## config.mk

```make
export PLATFORM = sky130hd
export DESIGN_NAME = cbe_branch_unit
export DESIGN_NICKNAME = d
export VERILOG_FILES = /design/src/hdl/cbe_pkg.sv /design/src/hdl/cbe_cond_decode.sv /design/src/hdl/cbe_target_adder.sv /design/src/hdl/cbe_branch_unit.sv
export VERILOG_INCLUDE_DIRS = /design/src /design/src/hdl
export SDC_FILE = /design/constraint.sdc
export NUM_CORES = 1
export LEC_CHECK = 0
export ABC_AREA = 1
export BUFFER_PORTS_ARGS = -buffer_cell sky130_fd_sc_hd__buf_4
export CAP_MARGIN = 20
export CORE_MARGIN = 5
export CORE_UTILIZATION = 32
export DETAILED_ROUTE_END_ITERATION = 7
export REMOVE_ABC_BUFFERS = 1
export SYNTH_ARGS = -nofsm -noshare
export SYNTH_HDL_FRONTEND = slang
export SYNTH_SLANG_ARGS = --single-unit
```

## constraint.sdc

```tcl
create_clock -name core_clk -period 5.2 [get_ports core_clk]
set_input_delay 0.26 -clock core_clk [delete_from_list [all_inputs] [get_ports core_clk]]
set_output_delay 0.26 -clock core_clk [all_outputs]
set_load 0.005 [all_outputs]
```

## src/hdl/cbe_params.svh

```systemverilog
`ifndef CBE_PARAMS_SVH
`define CBE_PARAMS_SVH

// ==========================================================
// opcodes of the branch group
`define CBE_OP_CARRY_SET      8'h25
`define CBE_OP_EQUAL          8'h27
`define CBE_OP_SIGNED_GE      8'h90
`define CBE_OP_SIGNED_GT      8'h92
`define CBE_OP_HALF_CLEAR     8'h28
`define CBE_OP_HALF_SET       8'h29
`define CBE_OP_UNSIGNED_HI    8'h22
`define CBE_OP_UNSIGNED_HS    8'h24

// ==========================================================
// condition code bit positions
`define CBE_CCR_C             0
`define CBE_CCR_Z             1
`define CBE_CCR_N             2
`define CBE_CCR_H             4
`define CBE_CCR_V             7

// ==========================================================
// timing and instruction length
`define CBE_INSTR_LEN         16'h0002
`define CBE_EXEC_CYCLES       3

// ==========================================================
// register port map
`define CBE_REG_CTRL          4'h0
`define CBE_REG_STATUS        4'h1
`define CBE_REG_TAKEN_CNT     4'h2
`define CBE_REG_SKIP_CNT      4'h3
`define CBE_CTRL_RESET        8'h01
`define CBE_CTRL_EN_BIT       0
`define CBE_CTRL_CLR_BIT      1
`define CBE_STAT_BUSY_BIT     0
`define CBE_STAT_LAST_BIT     1
`define CBE_STAT_REFUSED_BIT  2
`define CBE_BYTE_ZERO         8'h00
`define CBE_CNT_ONE           8'h01

`endif

```

## src/hdl/cbe_pkg.sv

```systemverilog
package cbe_pkg;
	// ==========================================================
	// shared types
	typedef logic [7:0] cbe_byte_t;
	typedef enum logic [1:0] {
		ST_IDLE,
		ST_RUN1,
		ST_RUN2,
		ST_RUN3
	} cbe_state_t;
endpackage

```

## src/hdl/cbe_cond_decode.sv

```systemverilog
`timescale 1ns/1ps
`include "cbe_params.svh"

// ==========================================================
// opcode decode and flag test, purely combinational
module cbe_cond_decode
	import cbe_pkg::*;
(
	input  wire cbe_byte_t opcode,
	input  wire cbe_byte_t condition_code_register,
	output logic           in_group,
	output logic           cond_true
);
	// membership test, drives in_group only; cond_true decodes the opcode by its own case
	function automatic logic is_member(input cbe_byte_t op);
		unique case (op)
			`CBE_OP_CARRY_SET, `CBE_OP_EQUAL, `CBE_OP_SIGNED_GE,
			`CBE_OP_SIGNED_GT, `CBE_OP_HALF_CLEAR, `CBE_OP_HALF_SET,
			`CBE_OP_UNSIGNED_HI, `CBE_OP_UNSIGNED_HS: is_member = 1'b1;
			default: is_member = 1'b0;
		endcase
	endfunction

	logic c_f, z_f, n_f, h_f, v_f;   // named flags
	logic sgn_lt;                     // signed less-than term

	always_comb begin
		c_f = condition_code_register[`CBE_CCR_C];
		z_f = condition_code_register[`CBE_CCR_Z];
		n_f = condition_code_register[`CBE_CCR_N];
		h_f = condition_code_register[`CBE_CCR_H];
		v_f = condition_code_register[`CBE_CCR_V];
		sgn_lt = n_f ^ v_f;
		in_group = is_member(opcode);
		// unknown opcodes never report a true condition
		unique case (opcode)
			`CBE_OP_CARRY_SET:   cond_true = c_f;
			`CBE_OP_EQUAL:       cond_true = z_f;
			`CBE_OP_SIGNED_GE:   cond_true = ~sgn_lt;
			`CBE_OP_SIGNED_GT:   cond_true = ~(z_f | sgn_lt);
			`CBE_OP_HALF_CLEAR:  cond_true = ~h_f;
			`CBE_OP_HALF_SET:    cond_true = h_f;
			`CBE_OP_UNSIGNED_HI: cond_true = ~c_f & ~z_f;
			`CBE_OP_UNSIGNED_HS: cond_true = ~c_f;
			default:             cond_true = 1'b0;
		endcase
	end
endmodule

```

## src/hdl/cbe_target_adder.sv

```systemverilog
`timescale 1ns/1ps
`include "cbe_params.svh"

// ==========================================================
// taken target and fall-through address
module cbe_target_adder
	import cbe_pkg::*;
#(
	parameter int PC_W = 16
) (
	input  wire logic [PC_W-1:0] pc,
	input  wire cbe_byte_t       offset,
	output logic      [PC_W-1:0] target,
	output logic      [PC_W-1:0] fall_thru
);
	logic [PC_W-1:0] ofs_ext;   // offset sign-extended to pc width
	logic [PC_W-1:0] pc_plus;   // address after the instruction

	always_comb begin
		ofs_ext   = {{(PC_W-8){offset[7]}}, offset};
		pc_plus   = pc + PC_W'(`CBE_INSTR_LEN);
		// wrap at the top of the address space is intended
		target    = pc_plus + ofs_ext;
		fall_thru = pc_plus;
	end
endmodule

```

## src/hdl/cbe_branch_unit.sv

```systemverilog
`timescale 1ns/1ps
`include "cbe_params.svh"

module cbe_branch_unit
	import cbe_pkg::*;
#(
	parameter int PC_W = 16
) (
	input  wire logic            core_clk,
	input  wire logic            reset_n,
	input  wire logic            clk_en,
	input  wire logic            issue_valid,
	input  wire cbe_byte_t       issue_opcode,
	input  wire cbe_byte_t       issue_offset,
	input  wire logic [PC_W-1:0] issue_pc,
	input  wire cbe_byte_t       ccr_in,
	output logic                 issue_ready,
	output logic                 done,
	output logic                 branch_taken,
	output logic      [PC_W-1:0] pc_next,
	output cbe_byte_t            ccr_out,
	output logic                 refused,
	input  wire logic [3:0]      reg_addr,
	input  wire cbe_byte_t       reg_wdata,
	input  wire logic            reg_wr,
	input  wire logic            reg_rd,
	output cbe_byte_t            reg_rdata
);
	// ==========================================================
	// elaboration checks
	initial begin
		if (PC_W < 8 || PC_W > 32)
			$error("cbe_branch_unit: PC_W must lie in 8..32");
	end

	// ==========================================================
	// declarations
	cbe_state_t      state_reg, state_next;   // execution sequencer
	cbe_byte_t       op_cap_reg;              // opcode under execution
	cbe_byte_t       ofs_cap_reg;             // offset byte under execution
	cbe_byte_t       ccr_cap_reg;             // flags seen at issue
	logic [PC_W-1:0] pc_cap_reg;              // pc of the branch opcode
	logic            issue_ready_reg;         // issue slot free
	logic            done_reg;                // one-cycle completion pulse
	logic            taken_reg;               // outcome of last branch
	logic [PC_W-1:0] pc_next_reg;             // resolved next pc
	cbe_byte_t       ccr_out_reg;             // flags handed back unchanged
	logic            refused_reg;             // refusal flag, high each cycle an offer is not taken
	cbe_byte_t       ctrl_reg;                // control register
	logic            refused_sticky_reg;      // sticky refusal status
	cbe_byte_t       taken_cnt_reg;           // taken branch counter
	cbe_byte_t       skip_cnt_reg;            // not-taken branch counter
	cbe_byte_t       reg_rdata_reg;           // read data, one cycle late
	logic            in_group_w;              // incoming opcode is ours
	logic            cond_w;                  // condition of captured op
	logic [PC_W-1:0] target_w;                // taken target
	logic [PC_W-1:0] fall_w;                  // fall-through address
	logic            unit_en;                 // software enable
	logic            accept;                  // issue taken this edge
	logic            retire;                  // last execution cycle
	logic            clr_cnt;                 // counter clear strobe
	logic            stat_clr;                // write-one clear of sticky

	assign unit_en  = ctrl_reg[`CBE_CTRL_EN_BIT];
	assign accept   = clk_en & issue_valid & issue_ready_reg & unit_en & in_group_w;
	assign retire   = clk_en & (state_reg == ST_RUN3);
	assign clr_cnt  = clk_en & reg_wr & (reg_addr == `CBE_REG_CTRL)
	                  & reg_wdata[`CBE_CTRL_CLR_BIT];
	assign stat_clr = clk_en & reg_wr & (reg_addr == `CBE_REG_STATUS)
	                  & reg_wdata[`CBE_STAT_REFUSED_BIT];

	// ==========================================================
	// leaf instances
	// membership of the opcode offered on the issue port
	cbe_cond_decode u_issue_dec (
		.opcode    (issue_opcode),
		.condition_code_register       (ccr_in),
		.in_group  (in_group_w),
		.cond_true ()
	);

	// flag test on the captured opcode and flags
	cbe_cond_decode u_exec_dec (
		.opcode    (op_cap_reg),
		.condition_code_register       (ccr_cap_reg),
		.in_group  (),
		.cond_true (cond_w)
	);

	cbe_target_adder #(
		.PC_W      (PC_W)
	) u_adder (
		.pc        (pc_cap_reg),
		.offset    (ofs_cap_reg),
		.target    (target_w),
		.fall_thru (fall_w)
	);

	// ==========================================================
	// sequencer: three cycles per branch, next issue overlaps retire
	always_comb begin
		state_next = state_reg;
		unique case (state_reg)
			ST_IDLE: if (accept) state_next = ST_RUN1;
			ST_RUN1: state_next = ST_RUN2;           // offset byte cycle
			ST_RUN2: state_next = ST_RUN3;
			ST_RUN3: state_next = accept ? ST_RUN1 : ST_IDLE;
		endcase
	end

	always_ff @(posedge core_clk or negedge reset_n) begin
		if (!reset_n) begin
			state_reg <= ST_IDLE;
		end else if (clk_en) begin
			state_reg <= state_next;
		end
	end

	// ready is registered, so it looks one state ahead; a take in the
	// retire cycle is the earliest that leaves the captured operands intact
	always_ff @(posedge core_clk or negedge reset_n) begin
		if (!reset_n) begin
			issue_ready_reg <= 1'b1;
		end else if (clk_en) begin
			issue_ready_reg <= (state_next == ST_IDLE) || (state_next == ST_RUN3);
		end
	end

	// ==========================================================
	// operand capture at issue
	always_ff @(posedge core_clk or negedge reset_n) begin
		if (!reset_n) begin
			op_cap_reg  <= `CBE_BYTE_ZERO;
			ofs_cap_reg <= `CBE_BYTE_ZERO;
			ccr_cap_reg <= `CBE_BYTE_ZERO;
			pc_cap_reg  <= '0;
		end else if (accept) begin
			op_cap_reg  <= issue_opcode;
			ofs_cap_reg <= issue_offset;
			ccr_cap_reg <= ccr_in;
			pc_cap_reg  <= issue_pc;
		end
	end

	// ==========================================================
	// result: next pc, outcome, and the flags returned untouched
	always_ff @(posedge core_clk or negedge reset_n) begin
		if (!reset_n) begin
			done_reg    <= 1'b0;
			taken_reg   <= 1'b0;
			pc_next_reg <= '0;
			ccr_out_reg <= `CBE_BYTE_ZERO;
		end else if (clk_en) begin
			done_reg <= retire;
			if (retire) begin
				taken_reg   <= cond_w;
				// taken loads target, else step past both bytes
				pc_next_reg <= cond_w ? target_w : fall_w;
				// no write path to flags exists; copy what came in
				ccr_out_reg <= ccr_cap_reg;
			end
		end
	end

	// ==========================================================
	// refusal: busy, disabled, or opcode outside the group
	always_ff @(posedge core_clk or negedge reset_n) begin
		if (!reset_n) begin
			refused_reg <= 1'b0;
		end else if (clk_en) begin
			refused_reg <= issue_valid & ~accept;
		end
	end

	// sticky copy; a new refusal beats a clear in the same cycle
	always_ff @(posedge core_clk or negedge reset_n) begin
		if (!reset_n) begin
			refused_sticky_reg <= 1'b0;
		end else if (clk_en) begin
			if (issue_valid & ~accept)
				refused_sticky_reg <= 1'b1;
			else if (stat_clr)
				refused_sticky_reg <= 1'b0;
		end
	end

	// ==========================================================
	// control register; the clear bit is a strobe and reads zero
	always_ff @(posedge core_clk or negedge reset_n) begin
		if (!reset_n) begin
			ctrl_reg <= `CBE_CTRL_RESET;
		end else if (clk_en && reg_wr && reg_addr == `CBE_REG_CTRL) begin
			ctrl_reg <= reg_wdata & `CBE_CTRL_RESET;
		end
	end

	// outcome counters; a retire in the clear cycle still counts
	always_ff @(posedge core_clk or negedge reset_n) begin
		if (!reset_n) begin
			taken_cnt_reg <= `CBE_BYTE_ZERO;
			skip_cnt_reg  <= `CBE_BYTE_ZERO;
		end else if (clk_en) begin
			if (clr_cnt) begin
				taken_cnt_reg <= (retire & cond_w)  ? `CBE_CNT_ONE : `CBE_BYTE_ZERO;
				skip_cnt_reg  <= (retire & ~cond_w) ? `CBE_CNT_ONE : `CBE_BYTE_ZERO;
			end else if (retire) begin
				if (cond_w)
					taken_cnt_reg <= taken_cnt_reg + `CBE_CNT_ONE;
				else
					skip_cnt_reg  <= skip_cnt_reg + `CBE_CNT_ONE;
			end
		end
	end

	// ==========================================================
	// read port; unmapped offsets read zero
	always_ff @(posedge core_clk or negedge reset_n) begin
		if (!reset_n) begin
			reg_rdata_reg <= `CBE_BYTE_ZERO;
		end else if (clk_en) begin
			reg_rdata_reg <= `CBE_BYTE_ZERO;
			if (reg_rd) begin
				unique case (reg_addr)
					`CBE_REG_CTRL:      reg_rdata_reg <= ctrl_reg;
					`CBE_REG_STATUS: begin
						reg_rdata_reg[`CBE_STAT_BUSY_BIT]    <= state_reg != ST_IDLE;
						reg_rdata_reg[`CBE_STAT_LAST_BIT]    <= taken_reg;
						reg_rdata_reg[`CBE_STAT_REFUSED_BIT] <= refused_sticky_reg;
					end
					`CBE_REG_TAKEN_CNT: reg_rdata_reg <= taken_cnt_reg;
					`CBE_REG_SKIP_CNT:  reg_rdata_reg <= skip_cnt_reg;
					default:            reg_rdata_reg <= `CBE_BYTE_ZERO;
				endcase
			end
		end
	end

	assign issue_ready  = issue_ready_reg;
	assign done         = done_reg;
	assign branch_taken = taken_reg;
	assign pc_next      = pc_next_reg;
	assign ccr_out      = ccr_out_reg;
	assign refused      = refused_reg;
	assign reg_rdata    = reg_rdata_reg;
endmodule

```

After elaboration in Yosys (flattened, before gate mapping)

Index checks and enable logic that the tools add are counted.

Flip-flop bits (word level): 96
Output and inout port bits: 36

$add $sub $neg: 4
Equal/unequal tests: 24
Multiplexer cells: 19
Bitwise logic cells: 23
Reduce and logical (&&, ||, !) cells: 15

Operators with widths:

| cell                    | number |
|---|---|
| $eq A8 B6 Y1 const B    | 12 |
| $mux W8                 | 7 |
| $eq A8 B8 Y1 const B    | 4 |
| $add A16 B16 Y16        | 1 |
| $add A16 B2 Y16 const B | 1 |
| $add A8 B1 Y8 const B   | 2 |
| $mux W16                | 1 |
| $and A1 B1 Y1           | 14 |
| $pmux W3 S4             | 1 |
| $pmux W5 S2             | 1 |
| $eq A4 B2 Y1 const B    | 2 |
| $pmux W1 S8             | 1 |
| $pmux W2 S4             | 1 |
| $reduce_bool A2 Y1      | 4 |
| $reduce_or A8 Y1        | 1 |
| $not A1 Y1              | 7 |
| $eq A2 B2 Y1 const B    | 3 |
| $mux W1                 | 6 |
| $reduce_and A3 Y1       | 2 |
| $eq A4 B1 Y1 const B    | 1 |
| $logic_not A2 Y1        | 2 |
| $logic_not A4 Y1        | 1 |
| $reduce_and A2 Y1       | 2 |
| $eq A2 B1 Y1 const B    | 1 |
| 6 further kinds         | 7 |

Depth between registers and ports, before layout

Gate-level depths: netlist of run 1.

Word-level depth: 8
Gate-level depth with buffers: 19
Depth with buffers taken out: 19

By module

A second synthesis of run 1 with hierarchy kept.

Cell total of the unflattened synthesis: 899
Area, all modules: 6269.8 µm²

By module, submodules not included:

| module           | instances | cells each | area an instance (µm²) |
|---|---|---|---|
| cbe_branch_unit  | 1         | 548        | 4480.5 |
| cbe_target_adder | 1         | 207        | 1188.6 |
| cbe_cond_decode  | 2         | 72         | 300.3 |

Least setup slack after synthesis of run 1

Ideal clock, no wire load.

Path kind: reg2reg
Start point: reg pc_cap_reg[1]
End point: reg pc_next_reg[15] (netlist: pc_next[15])
Library setup time: 0.113 ns
Arrival: 2.067 ns
Required time: 5.087 ns
Slack: 3.021 ns
Stages on the path, launching flop included: 17
Buffers on the path: 0
Clock period less this slack: 2.179 ns
Cell sequence: dfrtp_1 ha_1 nand3_1 nor2_1 nand2_1 xor2_1 inv_1 ha_1 nand2_1 nor3_1 nand2_1 nand2_1 inv_1 nand2_1 nand3_1 nand2_1 inv_1

Cells in the longest elaborated chain, start to end: 3

RTL lines:

| what                     | line                   | text |
|---|---|---|
| start: declaration       | cbe_branch_unit.sv:42  | `logic [PC_W-1:0] pc_cap_reg;` |
| start signal: assignment | cbe_branch_unit.sv:141 | `pc_cap_reg <= issue_pc;` |
| $add A16 B2 Y16 *        | cbe_target_adder.sv:21 | `` pc_plus = pc + PC_W'(`CBE_INSTR_LEN); `` |
| $add A16 B16 Y16         | cbe_target_adder.sv:23 | `target = pc_plus + ofs_ext;` |
| $mux W16 *               | cbe_branch_unit.sv:158 | `pc_next_reg <= cond_w ? target_w : fall_w;` |
| end signal: assignment   | cbe_branch_unit.sv:158 |  |
| end: declaration         | cbe_branch_unit.sv:46  | `logic [PC_W-1:0] pc_next_reg;` |

Mark *: on every way between the ends. The rest lies on a longest branch, timed or not.
A chain may end at the register's enable or synchronous reset.

Final worst setup path of run 1

Start point: reg pc_cap_reg[1]
End point: reg pc_next_reg[8] (netlist: pc_next[8])

Same word-level chain as after synthesis.

==> impl_metrics.py, run 1 <==
metrics = {
    "synthesis": {
        "syn_avg_cell_area_um2": 7.33,
        "synth_warnings": 0,
        "synthSimpleGateAreaFrac_pct": 32.8,
        "synth-xor-area-share_pct": 3.50,
        "synth_compound_area_share_pct": 8.02,
        "synthAdderAreaFrac_pct": 5.56,
        "yosys.cell_types.count": 38,
        "async_flop_share_pct": 100,
        "yosys-mux-area-fraction_pct": 0,
        "synth-seq-cells": 96,
        "syn_area_um2": 5760,
        "synth_top_family_by_area": "simple AND/OR/NAND/NOR gates",
        "synthFlopType": "dfrtp_1",
        "yosysSeqAreaShare_pct": 41.8,
        "synthCells": 785,
        "synth-edff-count": 0,
    },
    "min_path": {
        "hold_depth": 3,
        "hold_class": "input port to flip-flop",
    },
    "floorplan": {
        "num_io_pins": 94,
        "num_rows": 49,
        "core_um2": 17800,
        "die_width_um": 144,
        "die_h_um": 144,
        "die_area_um2": 20800,
        "start_util_pct": 32.3,
    },
    "layout": {
        "layout_common_cells": "nand2_1 (293), inv_1 (97), dfrtp_1 (94)",
        "final_nets": 955,
        "syn_to_final_growth_pct": 21.0,
        "fillCellCount": 1815,
        "final_common_cell": "nand2_1",
        "drive_gt1_share_pct": 15.6,
        "stdcell_area_um2": 6960,
        "diodes": 0,
    },
    "placement": {
        "pre_cts_ws_ns": 2.27,
        "place_hpwl_um": 10900,
        "placed_area_um2": 6630,
        "port_buffers": 88,
        "globalplace.congestion": 0.880,
    },
    "timing": {
        "setup_tns_ns": 0,
        "timing.final.ws_setup_ns": 2.53,
        "hold_violations": 0,
        "setup_violations": 0,
        "clock_skew_ns": 0.00768,
        "worst_pin_slew_ns": 0.829,
        "rsz0062_at_grt": "no",
        "timing.fmax_mhz": 375,
        "finalCritPeriodShare_pct": 51.3,
        "period_needed_ns": 2.67,
        "slew_viol_final": 0,
        "maxSlewHeadroom_pct": 44.7,
    },
    "clock_tree": {
        "ctsHtreeMaxLevel": 3,
        "clock_path_buffers": 2,
        "clk_latency_ns": 0.36,
        "cts_tree": "done",
        "cts_buffers": 9,
        "post_cts.repair.setup_buffers": 0,
        "cts_hold_buf": 1,
        "cts.sink_count": 96,
        "cts_root_buf": "clkbuf_16",
        "clk_pin_slew_ns": 0.07,
        "cts_resized": 0,
    },
    "routing": {
        "drt_pre_antenna_iters": 4,
        "drt_iter0_markers": 242,
        "wl_per_cell_um": 13.4,
        "vias": 5068,
        "drt-total-wl_um": 14800,
        "ant_nets": 0,
        "vias_per_cell": 4.59,
        "drc_errors": 0,
    },
    "global_routing": {
        "grt_first_pass_wirelength_um": 24700,
        "grt_max_degree": 66,
        "antenna_found_initial": 0,
        "overflow": 0,
        "grt_use_total_pct": 15.0,
        "grt_pass1_vias": 4978,
    },
    "setup_path": {
        "r2r_cells": 14,
        "worst-setup-path-type": "flip-flop to flip-flop",
        "crit_fanout": 6,
        "critPathCaptureType": "flip-flop",
        "crit_required_ns": 5.44,
        "cp-start-kind": "flip-flop",
        "cp.arrival_ns": 2.91,
    },
    "power_and_ir_drop": {
        "leakage_uw": 0.00376,
        "power_density_nw_per_um2": 437,
        "ir_drop_mv": 0.215,
    },
    "run": {
        "cap_violations": 0,
    },
    "outcome": {
        "outcome": "finished clean",
    },
}
-- path summary, 6_finish.rpt --
| kind | start | endpoint | slack [ns] |
|---|---|---|---|
| worst min register to register | done$_DFFE_PN0P_ | done$_DFFE_PN0P_ | 0.48 |
| min in group asynchronous | reset_n | refused$_DFFE_PN0P_ | 0.39 |
| worst max-delay path | pc_cap_reg[1]$_DFFE_PN0P_ | pc_next[8]$_DFFE_PN0P_ | 2.53 |
| worst max register to register | pc_cap_reg[1]$_DFFE_PN0P_ | pc_next[8]$_DFFE_PN0P_ | 2.53 |
| max in group asynchronous | reset_n | ccr_out[3]$_DFFE_PN0P_ | 3.63 |
| worst min-delay path | issue_pc[9] | pc_cap_reg[9]$_DFFE_PN0P_ | 0.09 |
-- cells in the mapped netlist, types with 6 or more instances --
cell	count	area, µm²
dfrtp_1	94	2350
nand2_1	293	1100
o21ai_2	6	52.6
clkbuf_1	9	33.8
xor2_1	22	193
a21oi_1	15	75.1
nor2_1	56	210
nand4_1	14	87.6
o22ai_1	7	43.8
o21ai_0	36	180
nor3_1	7	35.0
nand3_1	55	275
ha_1	24	300
inv_1	97	364
-- worst max-delay path: stages (launching register included) --
cell,delay [ns]
dfrtp_1,0.40
ha_1,0.16
nand3_1,0.09
nor2_1,0.34
xor2_1,0.31
ha_1,0.36
nand2_1,0.11
inv_1,0.07
a21oi_1,0.14
nand2_1,0.10
xor2_1,0.15
nand2_1,0.06
o21ai_0,0.11
nand2_1,0.09
nand2_1,0.07
-- final cells by class --
class,count,area [µm²],share of cell area [%]
multi-input combinational,570,2870,41.2
sequential,96,2400,34.5
timing repair buffer,92,713,10.2
inverter,103,392,5.62
tap,229,287,4.12
clock buffer,9,225,3.23
clock inverter,6,72.6,1.04
-- kinds of logic (layout without fill, tap and decap cells) --
| logic type | after synthesis | after routing |
|---|---|---|
| AND/OR/NAND/NOR | 446 | 446 |
| buffers and inverters | 119 | 210 |
| flip-flops | 96 | 96 |
| AO/OA/AOI/OAI | 76 | 76 |
| adder cells (fa/ha/maj) | 25 | 25 |
| XOR/XNOR | 23 | 23 |
-- metal layers --
metal  part of all wire [%]  wire, µm  track usage (%)  up-vias
met4                    1.2       172             3.72        0
met3                    5.2       770             4.03       14
met2                     45      6690             23.8      105
met1                     48      7180             20.6     2299
li1                       -         -                -     2650
met5                      0         0                0        -
-- metrics by stage --
| stage | total power [µW] | util [%] | std cells | hold WS, ns |
|---|---|---|---|---|
| after floorplan | 1940 | - | 769 | -0.0356 |
| after global placement | 2360 | 37.1 | 1088 | 0.235 |
| after detailed placement | 2380 | 37.1 | 1088 | 0.239 |
| after CTS | 3070 | 38.9 | 1104 | 0.0864 |
| after global routing | 3330 | 39.0 | 1105 | 0.0845 |
| final | 3050 | 39.0 | 1105 | 0.0947 |
-- power by group --
part	total (µW)	leakage, µW	switching (µW)	internal (µW)
logic	1210	0.00244	694	516
registers	1150	0.00118	183	971
clock network	681	0.000144	308	374
total	3050	0.00376	1190	1860
Note: power is estimated with default switching activity, not from simulation.
==> inputs of run 2 (changes only) <==
Clock period 5.2 ns to 2.5 ns, I/O delays scaled along.
==> impl_metrics.py, run 2 (same netlist as run 1, synthesis figures left out) <==
metrics = {
    "setup_path": {
        "critPathMaxStageDelay_ns": 0.41,
        "regToRegStartpoint": "pc_cap_reg[2]$_DFFE_PN0P_",
        "cp.depth": 16,
        "crit_chain": "ha_1 -> nand3_2 -> nor2_4 -> nand2_1 -> xor2_1 -> inv_2 -> ha_1 -> nand2_1 -> nor2_1 -> and3_1 -> nand2_1 -> nand2_1 -> nand2_1 -> nand3_1 -> nor2_1 -> nor2_1",
        "cp_num_buf_inv": 1,
        "worst-setup-path-type": "flip-flop to flip-flop",
        "crit_top_cell": "nand2_1",
        "critPathCaptureType": "flip-flop",
        "cpMaxStageDelayCell": "dfrtp_2",
        "crit_required_ns": 2.78,
        "cp-endpoint": "pc_next[14]$_DFFE_PN0P_",
        "startpoint": "pc_cap_reg[2]$_DFFE_PN0P_",
        "crit_fanout": 4,
        "critical_path.reg2reg.endpoint": "pc_next[14]$_DFFE_PN0P_",
        "r2r_slack_ns": 0.16,
        "cp-start-kind": "flip-flop",
        "cp.arrival_ns": 2.62,
        "crit_family": "simple AND/OR/NAND/NOR gates",
        "r2r_cells": 16,
    },
    "global_routing": {
        "grt_pass1_vias": 5127,
        "antenna_found_initial": 0,
        "grt_max_degree": 67,
        "overflow": 0,
        "grt_use_total_pct": 15.3,
        "grt_first_pass_wirelength_um": 25200,
    },
    "timing": {
        "setup_violations": 0,
        "period_needed_ns": 2.34,
        "finalCritPeriodShare_pct": 93.5,
        "rsz0062_at_grt": "yes",
        "timing.fmax_mhz": 428,
        "maxSlewHeadroom_pct": 50.0,
        "clock_skew_ns": 0.00981,
        "slew_viol_final": 0,
        "hold_violations": 0,
        "worst_pin_slew_ns": 0.749,
    },
    "clock_tree": {
        "clock_path_buffers": 2,
        "ctsHtreeMaxLevel": 3,
        "cts_buffers": 9,
        "clk_latency_ns": 0.35,
        "clk_pin_slew_ns": 0.07,
        "cts_tree": "done",
        "cts_root_buf": "clkbuf_16",
        "cts.sink_count": 96,
    },
    "floorplan": {
        "num_rows": 49,
        "start_util_pct": 32.3,
        "num_io_pins": 94,
        "die_h_um": 144,
        "core_um2": 17800,
        "die_width_um": 144,
        "die_area_um2": 20800,
    },
    "layout": {
        "layout_common_cells": "nand2_1 (290), buf_4 (101), inv_1 (93)",
        "final_nets": 999,
        "syn_to_final_growth_pct": 30.4,
        "final_cell_count_no_fill": 1150,
        "diodes": 0,
        "drive_gt1_share_pct": 19.4,
        "final_common_cell": "nand2_1",
    },
    "routing": {
        "vias_per_cell": 4.56,
        "drt-total-wl_um": 15200,
        "vias": 5246,
        "ant_nets": 0,
        "wl_per_cell_um": 13.2,
        "drc_errors": 0,
        "drt_iter0_markers": 288,
        "drt_pre_antenna_iters": 4,
    },
    "outcome": {
        "outcome": "finished clean",
    },
    "power_and_ir_drop": {
        "ir_drop_mv": 0.372,
        "power_uw": 6500,
        "leakage_uw": 0.00395,
        "power_density_nw_per_um2": 866,
    },
    "min_path": {
        "hold_class": "input port to flip-flop",
    },
    "placement": {
        "dp_cells": 1095,
        "globalplace.congestion": 0.882,
        "port_buffers": 88,
        "place_hpwl_um": 11200,
    },
    "run": {
        "cap_violations": 0,
    },
}
[run 2: cell types whose count changed in the layout (fill, tap and decap cells not counted), sizes merged]
cell | previous run | this run
dlygate4sd3 | 1 | 33
buf | 91 | 103
inv | 101 | 103
bufinv | 1 | 0
clkbuf | 9 | 10
clkinv | 6 | 5
[run 2: worst min path at each step]
stage | depth (start not counted) | endpoint | startpoint | slack (ns)
after global placement | 1 | refused$_DFFE_PN0P_ | reset_n | 0.1
after global routing | 3 | ccr_cap_reg[7]$_DFFE_PN0P_ | ccr_in[7] | 0.02
after detailed placement | 1 | refused$_DFFE_PN0P_ | reset_n | 0.1
final | 3 | ccr_cap_reg[7]$_DFFE_PN0P_ | ccr_in[7] | 0.008
after CTS | 3 | ccr_cap_reg[7]$_DFFE_PN0P_ | ccr_in[7] | 0.0004
after floorplan | 0 | branch_taken$_DFFE_PN0P_ | reset_n | -0.17
[run 2: metrics by stage]
step / TNS, ns / cell area, µm² / setup slack (ns) / utilization (%) / hold WS [ns]
2_1_floorplan: 0 / 5670 / 0.234 / - / -0.171
3_3_place_gp: 0 / 6710 / 0.0118 / 37.6 / 0.0959
3_5_place_dp: 0 / 6710 / 0.0513 / 37.6 / 0.0964
4_1_cts: 0 / 7320 / 0.0186 / 41.1 / 0.000395
5_1_grt: -0.107 / 7510 / -0.0398 / 42.1 / 0.0212
6_report: 0 / 7510 / 0.163 / 42.1 / 0.00841
[run 2: layout make-up]
type	count	area [µm²]
flip-flops and latches	96	2410
inverters	103	392
clock buffers	10	239
repair buffers	136	1130
well taps	229	287
fillers	1806	10300
multi-input cells	570	3000
clock inverters	6	50.0
[run 2: power by group]
group	internal, µW	switching, µW	total, µW	leakage [µW]
Clock	715	648	1360	0.000141
Sequential	2020	412	2430	0.00117
Combinational	1210	1490	2700	0.00264
Total	3950	2550	6500	0.00395
[run 2: worst reg2reg max path, cell delays in order (launching register included)]
cell	delay, ns
dfrtp_2	0.41
ha_1	0.17
nand3_2	0.10
nor2_4	0.17
nand2_1	0.08
xor2_1	0.16
inv_2	0.09
ha_1	0.30
nand2_1	0.10
nor2_1	0.13
and3_1	0.17
nand2_1	0.06
nand2_1	0.09
nand2_1	0.05
nand3_1	0.06
nor2_1	0.04
nor2_1	0.07
[run 2: what timing repair did]
item / CTS / global route
resized for setup: 0 / 34
endpoints found under the hold margin: 62 / 0
hold buffers: 33 / 0
endpoints found under the setup margin: 0 / 7
setup buffers: 0 / 6
[run 2: layer usage]
metal	GRT usage (%)	wire (µm)	vias to the layer above
met2	24.8	7040	89
met5	0	0	-
met3	2.55	616	13
li1	-	-	2735
met4	4.96	210	0
met1	20.9	7370	2409
